<file path="src/core/crb_pkg.sv">
// Shared widths, bit positions, modes and word layout of the buffer
package crb_pkg;
    localparam int DATA_W = 22;
    localparam int HALF_W = 11;
    localparam int SIDE_W = 2;
    localparam int FIFO_DEPTH = 32;
    localparam int WORD_W = DATA_W + 3 * SIDE_W;
    // Positions inside the synchronised pin vector
    localparam int PIN_DATA = 0;
    localparam int PIN_ODT = DATA_W;
    localparam int PIN_CKE = DATA_W + 1;
    localparam int PIN_DCS = DATA_W + 2;
    localparam int PIN_CSR = DATA_W + 3;
    localparam int PIN_CLKP = DATA_W + 4;
    localparam int PIN_CLKN = DATA_W + 5;
    localparam int PIN_C0 = DATA_W + 6;
    localparam int PIN_C1 = DATA_W + 7;
    localparam int SYNC_W = DATA_W + 8;

    // Index is {pinout_select, width_select}
    typedef enum logic [1:0] {
        CRB_MODE_1TO1 = 2'h0,
        CRB_MODE_FRONT = 2'h1,
        CRB_MODE_BACK = 2'h3,
        CRB_MODE_RSVD = 2'h2
    } crb_mode_t;

    typedef struct packed {
        logic [SIDE_W-1:0] cs;
        logic [SIDE_W-1:0] odt;
        logic [SIDE_W-1:0] cke;
        logic [DATA_W-1:0] data;
    } crb_word_t;

    localparam crb_word_t WORD_RST = '0;
    localparam logic [SYNC_W-1:0] PINS_RST = '0;
endpackage

</file>
<file path="src/core/crb_stream_if.sv">
// Valid/ready word channel between the buffer's own modules
`timescale 1ns/1ps
interface crb_stream_if #(
    parameter int W = 8
);
    logic valid;
    logic ready;
    logic [W-1:0] data;
    modport src (output valid, output data, input ready);
    modport snk (input valid, input data, output ready);
endinterface

</file>
<file path="src/core/crb_top.sv">
// Configurable 1:1 / 1:2 registered address and command buffer
`timescale 1ns/1ps
module crb_top
    import crb_pkg::*;
(
    input wire logic ref_clk,
    input wire logic rst,
    input wire logic buffer_reset_n,
    input wire logic bus_clk_p,
    input wire logic bus_clk_n,
    input wire logic pinout_select,
    input wire logic width_select,
    input wire logic device_chip_select_n,
    input wire logic chip_select_redundant_n,
    input wire logic [crb_pkg::DATA_W-1:0] data_in,
    input wire logic term_enable_in,
    input wire logic clock_enable_in,
    input wire logic sink_ready,
    output logic [crb_pkg::DATA_W-1:0] data_out,
    output logic [crb_pkg::SIDE_W-1:0] chip_select_out,
    output logic [crb_pkg::SIDE_W-1:0] term_enable_out,
    output logic [crb_pkg::SIDE_W-1:0] clock_enable_out,
    output logic out_strobe,
    output logic capture_ready,
    output logic overflow
);
    import crb_pkg::*;

    typedef struct packed {
        logic clk_prev;
        logic flush;
        logic strobe;
        logic ready;
        logic overflow;
        crb_word_t last;
        crb_word_t outw;
    } crb_top_st_t;

    localparam crb_top_st_t ST_RST = '{
        clk_prev: 1'b0,
        flush: 1'b1,
        strobe: 1'b0,
        ready: 1'b0,
        overflow: 1'b0,
        last: WORD_RST,
        outw: WORD_RST
    };

    crb_top_st_t q;
    crb_top_st_t d;
    logic [SYNC_W-1:0] pins;
    logic [SYNC_W-1:0] st;
    logic crossing;
    logic gate;
    crb_mode_t mode;
    crb_word_t word;
    logic [HALF_W-1:0] lane;
    logic [HALF_W-1:0] lane_rev;

    crb_stream_if #(.W(WORD_W)) cap_ch ();
    crb_stream_if #(.W(WORD_W)) out_ch ();

    // Order must match the pin positions named in the package
    assign pins = {width_select, pinout_select, bus_clk_n, bus_clk_p,
        chip_select_redundant_n, device_chip_select_n, clock_enable_in,
        term_enable_in, data_in};

    // All pins share one synchroniser so data stays aligned to the edge
    crb_sync #(.W(SYNC_W)) u_sync (
        .clk(ref_clk),
        .arst_n(buffer_reset_n),
        .pins(pins),
        .stable(st)
    );

    crb_fifo #(.WIDTH(WORD_W), .DEPTH(FIFO_DEPTH)) u_fifo (
        .clk(ref_clk),
        .flush(q.flush || rst),
        .in_port(cap_ch),
        .out_port(out_ch)
    );

    // Pair seen as one clock: high only when true side up, complement down
    assign crossing = st[PIN_CLKP] && !st[PIN_CLKN]
        && !q.clk_prev;
    assign gate = st[PIN_DCS] && st[PIN_CSR];
    assign mode = crb_mode_t'({st[PIN_C0], st[PIN_C1]});
    assign lane = st[PIN_DATA +: HALF_W];

    always_comb begin
        lane_rev = '0;
        // Back-side pinout mirrors the lane order across the package
        for (int i = 0; i < HALF_W; i++) begin
            lane_rev[i] = lane[HALF_W-1-i];
        end
    end

    always_comb begin
        word = q.last;
        // Side bits follow their inputs on every crossing; outside the two 1:2 modes the upper copy stays low
        case (mode)
            CRB_MODE_FRONT, CRB_MODE_BACK: begin
                word.cs = {SIDE_W{st[PIN_DCS]}};
                word.odt = {SIDE_W{st[PIN_ODT]}};
                word.cke = {SIDE_W{st[PIN_CKE]}};
            end
            default: begin
                word.cs = {1'b0, st[PIN_DCS]};
                word.odt = {1'b0, st[PIN_ODT]};
                word.cke = {1'b0, st[PIN_CKE]};
            end
        endcase
        // Ordinary data only moves while a chip select is low
        if (!gate) begin
            case (mode)
                CRB_MODE_1TO1: word.data = st[PIN_DATA +: DATA_W];
                CRB_MODE_FRONT: word.data = {lane, lane};
                CRB_MODE_BACK: word.data = {lane_rev, lane_rev};
                default: word.data = q.last.data;
            endcase
        end
    end

    assign cap_ch.valid = crossing;
    assign cap_ch.data = word;
    assign out_ch.ready = sink_ready;

    always_comb begin
        d = q;
        d.flush = 1'b0;
        d.strobe = 1'b0;
        d.clk_prev = st[PIN_CLKP] && !st[PIN_CLKN];
        d.ready = cap_ch.ready;
        if (crossing) begin
            if (cap_ch.ready) begin
                d.last = word;
            end else begin
                // Pins cannot stall, so a full buffer drops the word
                d.overflow = 1'b1;
            end
        end
        // Outputs change only by a drained word, i.e. only after a crossing
        if (out_ch.valid && sink_ready) begin
            d.outw = out_ch.data;
            d.strobe = 1'b1;
        end
        if (rst) begin
            d = ST_RST;
        end
    end

    // Pin reset acts without the clock and wins over every other term
    always_ff @(posedge ref_clk or negedge buffer_reset_n) begin
        if (!buffer_reset_n) begin
            q <= ST_RST;
        end else begin
            q <= d;
        end
    end

    assign data_out = q.outw.data;
    assign chip_select_out = q.outw.cs;
    assign term_enable_out = q.outw.odt;
    assign clock_enable_out = q.outw.cke;
    assign out_strobe = q.strobe;
    assign capture_ready = q.ready;
    assign overflow = q.overflow;
endmodule

</file>
<file path="src/core/crb_sync.sv">
// Three-stage pin synchroniser with agreement filter, cleared by reset
`timescale 1ns/1ps
module crb_sync #(
    parameter int W = 8
) (
    input wire logic clk,
    input wire logic arst_n,
    input wire logic [W-1:0] pins,
    output logic [W-1:0] stable
);
    typedef struct packed {
        logic [W-1:0] s1;
        logic [W-1:0] s2;
        logic [W-1:0] s3;
        logic [W-1:0] st;
    } crb_sync_st_t;

    crb_sync_st_t q;
    crb_sync_st_t d;

    always_comb begin
        d = q;
        d.s1 = pins;
        d.s2 = q.s1;
        d.s3 = q.s2;
        // Only the second and third stages vote; the first stays private
        for (int i = 0; i < W; i++) begin
            if (q.s2[i] == q.s3[i]) begin
                d.st[i] = q.s3[i];
            end
        end
    end

    // Held clear while reset is low: receivers off, floating pins ignored
    always_ff @(posedge clk or negedge arst_n) begin
        if (!arst_n) begin
            q <= '0;
        end else begin
            q <= d;
        end
    end

    assign stable = q.st;
endmodule

</file>
<file path="src/core/crb_fifo.sv">
// Word FIFO with flush, valid/ready on both sides
`timescale 1ns/1ps
module crb_fifo #(
    parameter int WIDTH = 8,
    parameter int DEPTH = 32
) (
    input wire logic clk,
    input wire logic flush,
    crb_stream_if.snk in_port,
    crb_stream_if.src out_port
);
    localparam int AW = $clog2(DEPTH);
    localparam logic [AW:0] FULL_CNT = (AW+1)'(DEPTH);
    localparam logic [AW-1:0] LAST_IDX = AW'(DEPTH - 1);

    typedef struct packed {
        logic [AW-1:0] rd;
        logic [AW-1:0] wr;
        logic [AW:0] cnt;
    } crb_fifo_st_t;

    crb_fifo_st_t q;
    crb_fifo_st_t d;
    logic [WIDTH-1:0] mem [DEPTH];
    logic push;
    logic pop;

    assign in_port.ready = (q.cnt != FULL_CNT);
    assign out_port.valid = (q.cnt != '0);
    assign out_port.data = mem[q.rd];
    assign push = in_port.valid && in_port.ready;
    assign pop = out_port.valid && out_port.ready;

    always_comb begin
        d = q;
        if (push) begin
            d.wr = (q.wr == LAST_IDX) ? '0 : q.wr + 1'b1;
        end
        if (pop) begin
            d.rd = (q.rd == LAST_IDX) ? '0 : q.rd + 1'b1;
        end
        case ({push, pop})
            2'h2: d.cnt = q.cnt + 1'b1;
            2'h1: d.cnt = q.cnt - 1'b1;
            default: d.cnt = q.cnt;
        endcase
        if (flush) begin
            d = '0;
        end
    end

    always_ff @(posedge clk) begin
        q <= d;
        if (push) begin
            mem[q.wr] <= in_port.data;
        end
    end
endmodule

</file>
<file path="config.mk">
export PLATFORM = sky130hd
export DESIGN_NAME = crb_top
export DESIGN_NICKNAME = d
export VERILOG_FILES = /design/src/core/crb_pkg.sv /design/src/core/crb_stream_if.sv /design/src/core/crb_top.sv /design/src/core/crb_sync.sv /design/src/core/crb_fifo.sv
export SDC_FILE = /design/constraint.sdc
export NUM_CORES = 1
export LEC_CHECK = 0
export BUFFER_PORTS_ARGS = -buffer_cell sky130_fd_sc_hd__buf_2
export CAP_MARGIN = 20
export CORE_MARGIN = 2
export CORE_UTILIZATION = 50
export CTS_CLUSTER_DIAMETER = 60
export DETAILED_ROUTE_END_ITERATION = 10
export PLACE_DENSITY = 0.68
export SETUP_SLACK_MARGIN = 0.2
export SLEW_MARGIN = 20
export SYNTH_ARGS = -nofsm -noshare
export SYNTH_HDL_FRONTEND = slang
export SYNTH_HIERARCHICAL = 1
export SYNTH_SLANG_ARGS = --single-unit
</file>
<file path="constraint.sdc">
create_clock -name ref_clk -period 6.85 [get_ports ref_clk]
set_input_delay 0.3425 -clock ref_clk [delete_from_list [all_inputs] [get_ports ref_clk]]
set_output_delay 0.3425 -clock ref_clk [all_outputs]
set_load 0.1 [all_outputs]
</file>
* Yosys cells after proc, flatten, opt, wreduce, memory -nomap -nowiden *
Memories as Yosys holds them, arrays and structs flattened. A register that Yosys moved wholly into a read port is not among the register bits.
Cells that the tools add are included.

word-level totals
  memory bits (writable) = 896
  memories = 1
  bits in registers = 191
  output and inout bits = 31

memory list
  memory      depth  width  read ports  clocked after Yosys merged registers in  write ports  RTL line        RTL
  u_fifo.mem  32     28     1           1                                        1            crb_fifo.sv:24  logic [WIDTH-1:0] mem [DEPTH];

cells by class
  reduce and logical (&&, ||, !) cells = 17
  add/subtract/negate cells = 4
  mux-type cells = 16
  equal/unequal tests = 38

operator list
  cell                                                                number
  22-bit one-hot mux with 3 select lines                              1
  61-bit two-way mux                                                  1
  28-bit two-way mux                                                  2
  1-bit == test                                                       30
  29-bit two-way mux                                                  1
  22-bit two-way mux                                                  1
  5-bit two-way mux                                                   4
  6-bit one-hot mux with 2 select lines                               1
  5-bit by 1-bit adder with 5-bit output, second input constant       2
  5-bit == test, second input constant                                2
  2-bit nonzero test                                                  4
  6-bit by 1-bit adder with 6-bit output, second input constant       1
  6-bit two-way mux                                                   1
  6-bit inequality test, second input constant                        1
  6-bit nonzero test                                                  1
  6-bit by 1-bit subtractor with 6-bit output, second input constant  1
  1-bit logical AND                                                   5
  2-bit by 1-bit == test with 1-bit output, second input constant     2
  2-bit == test, second input constant                                2
  1-bit two-way mux                                                   4
  2-bit AND reduction                                                 2
  1-bit logical NOT                                                   2
  2-bit logical NOT                                                   1
  2-bit inequality test, second input constant                        1
  other kinds (2)                                                     2

* Logic depth before layout (Yosys ltp) *
  word-level depth = 6
  mapped depth = 13
  gate-level depth less buffers = 11

* Hierarchy *
Netlist, hierarchy kept.

by module, submodules not included
  module    sequential area each (µm²)  area an instance (µm²)  cells each  instances
  crb_fifo  27,326.2                    35,230.0                1,759       1
  crb_sync  3,002.9                     3,565.9                 180         1
  crb_top   1,377.6                     3,035.4                 325         1

* Worst setup path before layout *
Ideal clock, no wire load.

  kind = register to register
  start = register u_fifo/q[1] (netlist bit)
  end = register u_fifo/q[4] (netlist bit)
  path buffers = 1
  arrival = 2.878 ns
  setup slack = 3.852 ns
  stages on the path, launching flop included = 12
  data required time = 6.729 ns
  cell sequence = dfxtp_1 > or4_4 > o31a_4 > inv_6 > ha_1 > clkbuf_1 > xor2_1 > ha_1 > a21oi_1 > nand4bb_1 > a31oi_1 > mux2_2

on the way
  longest elaborated chain between the ends = 4
  elaborated cells between the ends (all ways) = 10

ends and longest elaborated chain
  item                                                                                 RTL line        RTL
  start, declared                                                                      crb_fifo.sv:22  crb_fifo_st_t q;
  start signal, assigned                                                               crb_fifo.sv:53  q <= d;
  branches (longest 4 deep; another with 6-bit by 1-bit subtractor with 6-bit output)  -

Several ways; the timed one is not identified.
A chain may end at the register's enable or synchronous reset.

* Final worst setup path *
  start = register u_fifo/q[2] (netlist bit)
  end = register u_fifo/q[4] (netlist bit)

The elaborated chain is that of the path after synthesis.

==> results.txt <==
- Number of buffers created by CTS: 108
- Final HPWL from detailed placement: 52900 um
- Synthesis inferred 1092 register bits.
* Fin crit period: 3.33 ns
- Of the total power, the share spent switching nets is 0.216.
- Utilization of the core after routing: 0.570
- Post-synth EDFFs: 896
* Unrepaired setup endpoints after global routing: no
- In this run the clock root is driven by a clkbuf_16.
* Worst Clk Skew: 0.0457 ns
* Post-Place Cells: 3293
- Post-route insts no fill: 3534
- Yosys instantiated no cell more often than edfxtp_1.
* Most frequent cells after synthesis: edfxtp_1 (896), mux2i_1 (237), dfrtp_1 (174)
- Leading cell types by total area after synthesis: edfxtp_1 (64%), dfrtp_1 (10%), mux4_2 (6.0%)
* Area leader, netlist: edfxtp_1
- The share of total power dissipated in sequential elements is 0.523.
- Counting along the longest clock path gives a buffer depth of 3.
* Power density relative to cell area: 304 mW/mm2
- Least setup slack across all paths after layout: 3.52 ns
- Global-route wire length before repair: 146000 um
* Final sum of negative setup slack: 0 ns
- Static timing analysis puts the maximum clock frequency at 0.300 GHz.
* Clock-pin slew of the registers on the worst-case setup and hold paths: 0.06 ns
- During I/O placement, the number of pins put on the boundary was 65.
- Most instantiated flip-flop cell in the synthesis netlist: edfxtp_1
- Height of the die: 293 um
* Max-cap check violation count: 0
- Number of cells produced by synthesis: 2264
- Number of search-and-repair iterations in the first detailed-routing pass: 5
* Clock power frac: 0.426
* Fraction of layout cells with a size suffix above 1: 0.212
- Entering global routing, the biggest net connects 155 pins.
- Counting the fill cells in the layout gives 6094.
- Count of instances resized after the clock tree is built: 0
- The tree built by TritonCTS fans out to 1092 sinks.
* IR Drop Worst-Case VDD: 0.278 mV
- A synthesized cell averages 18.5 um2.
- Switching pwr: 3.12 mW
- The floorplan has 106 rows.
- The worst setup path is captured at a register.
* DRC violation total after the first TritonRoute iteration: 2403
- Yosys printed 6 warnings.
* Final worst-path cycle share: 0.486
- Counting flops with an async set or reset pin after synthesis yields a share of 0.160.
- In this run the remaining antenna-violating nets after routing total 0.
- Cell depth of the worst hold path: 4
- Routed wirelength normalized by instance count: 28.4 um
- For this run, design rule violations remaining after detail routing come to 0.
- The worst setup path is launched from a register.
- The via count of the first global-routing pass came to 21846.
* Sequential element share of the synthesized area: 0.758
- Count of cell types in the netlist: 64
* Number of cells on the worst reg-to-reg path: 10
- Input/output buffers: 64
* Leftover overflow at the end of global routing: 0
- Internal power comes to 11.3 mW.
- Die Width: 293 um
- Initial antenna violation count: 3
- STA puts the critical path data arrival time at 3.87 ns.
- Number of levels in the clock H-tree: 3
- Before CTS, the worst setup slack after placement is 3.57 ns.
- PnR Total Power: 14.4 mW
* Count of nets after finishing: 2400
- CTS tree: done
- The routed layout has 21785 vias.
- Using the TritonRoute via totals, the vias-per-cell ratio works out to 6.16.
* Hold Violations, Final: 0
- Count of final setup violators: 0
- Kind of critical path: register to register
- Of the total power, combinational logic draws 0.051.
- Yosys top cell area share: 0.643
- Compared with the post-synthesis result, the final layout area differs by 13.5%.
- Least-Margin Pin Slew: 1.07 ns
- Highest fanout seen on the critical path: 13
* DRT Wirelength: 100000 um
- Effective utilization at floorplan: 0.502
* Core Footprint: 0.0833 mm2
* LEAKAGE: 15.5 nW
* Result of the run: finished, final reports clean
- Latest clock arrival within the worst-skew pair: 0.69 ns
* Data required time of the worst path: 7.39 ns
- Across every metal layer, demand over resource in global routing totals 0.236.
- Gp weighted congestion: 0.813
- The die covers 0.0860 mm2.
* Hold Crit Class: input pin to register
- After synthesis the cells add up to 0.0418 mm2.
- The count of pins over their slew limit is 0.
* Relative slew slack: 0.288
* Synthesized net count: 2308
[logic make-up after synthesis]
| family | count (synthesis) | synth area share |
|---|---|---|
| simple gates | 287 | 0.0340 |
| mux | 351 | 0.118 |
| flops | 1092 | 0.758 |
| compound gates | 297 | 0.0527 |
| buf+inv | 193 | 0.0259 |
| fa+ha+maj | 40 | 0.0111 |
| xor+xnor | 4 | 0.000837 |
[state kept, by name, indices dropped and copies added (netlist names), named ones only]
register          flops
capture_ready         1
chip_select_out       2
clock_enable_out      2
data_out             22
out_strobe            1
overflow              1
q                    24
term_enable_out       2
u_fifo/mem          896
u_fifo/q             16
u_sync/d             60
u_sync/q             30
u_sync/stable        30
[worst max-delay path, cell delays in order (launching register included)]
cell	delay, ns
dfxtp_1	0.40
or4_4	0.56
o31ai_4	0.39
inv_1	0.12
ha_1	0.37
xor2_1	0.22
ha_1	0.21
a21oi_1	0.24
a22oi_1	0.15
a31oi_1	0.18
mux2_2	0.35
[placed cells by master (no fill, tap or decap), types with 5 or more instances in the layout]
master and count:
a21o_1 5, a21o_2 8, a21oi_1 25, a22o_1 40
a22oi_1 170, buf_2 63, buf_4 63, bufinv_16 15
clkbuf_1 18, clkbuf_16 109, clkbuf_8 14, clkinv_1 13
clkinv_2 18, clkinvlp_4 12, dfrtp_1 174, dfxtp_1 19
dlygate4sd3_1 32, edfxtp_1 896, ha_1 10, inv_1 10
maj3_2 30, mux2i_1 237, mux4_2 112, nand2_1 48
nand3_1 71, nand4_1 28, nor2_1 53, nor2_4 37
nor2b_1 12, o211ai_1 9, o21ai_0 20
[stage by stage]
stage               hold WS, ns  area, um2
floorplan                0.0469      41800
global placement          0.332      43300
detailed placement        0.335      43300
CTS                       0.105      47400
global route              0.153      47500
finish                    0.139      47500
[layout make-up]
cell class | instances | area, um2 | share of cell area
Sequential cell | 1092 | 31700 | 0.668
Timing Repair Buffer | 163 | 1200 | 0.0253
Clock buffer | 140 | 2970 | 0.0626
Multi-Input combinational cell | 979 | 9380 | 0.197
Antenna cell | 2 | 5.00 | 0.000105
Clock inverter | 66 | 806 | 0.0170
Tap cell | 1080 | 1350 | 0.0285
Inverter | 12 | 52.6 | 0.00111
[metal layers]
metal | global-route usage | share of wire | routed length [um]
met5 | 0 | 0.00013 | 13
met4 | 0.0781 | 0.034 | 3380
met3 | 0.0438 | 0.088 | 8840
met2 | 0.388 | 0.49 | 48800
met1 | 0.320 | 0.39 | 39100
[worst paths after layout]
path / from / endpoint / slack, ns
max reg2reg: u_fifo/q[2]$_SDFFE_PP0P_ / u_fifo/q[4]$_SDFFE_PP0P_ / 3.52
min in group asynchronous: buffer_reset_n / u_sync/d[64]$_DFF_PN0_ / 0.26
min: sink_ready / register / 0.14
max: u_fifo/q[2]$_SDFFE_PP0P_ / u_fifo/q[4]$_SDFFE_PP0P_ / 3.52
max in group asynchronous: buffer_reset_n / data_out[2]$_DFFE_PN0P_ / 5.34
min reg2reg: u_sync/d[88]$_DFF_PN0_ / u_sync/d[58]$_DFF_PN0_ / 0.34
[power groups by stage]
stage / Clock (mW) / Sequential, mW / Combinational [mW]
6_report: 6.15 / 7.55 / 0.732
5_1_grt: 6.49 / 7.56 / 0.795
4_1_cts: 6.24 / 7.55 / 0.729
3_5_place_dp: 0 / 7.69 / 0.714
3_3_place_gp: 0 / 7.68 / 0.685
2_1_floorplan: 0 / 7.66 / 0.469
[repair_timing]
item                                   CTS  global route
endpoints found under the hold margin  106             0
hold buffers                            32             0
buffers inserted                         0             0
(Power assumes the default switching activity.)
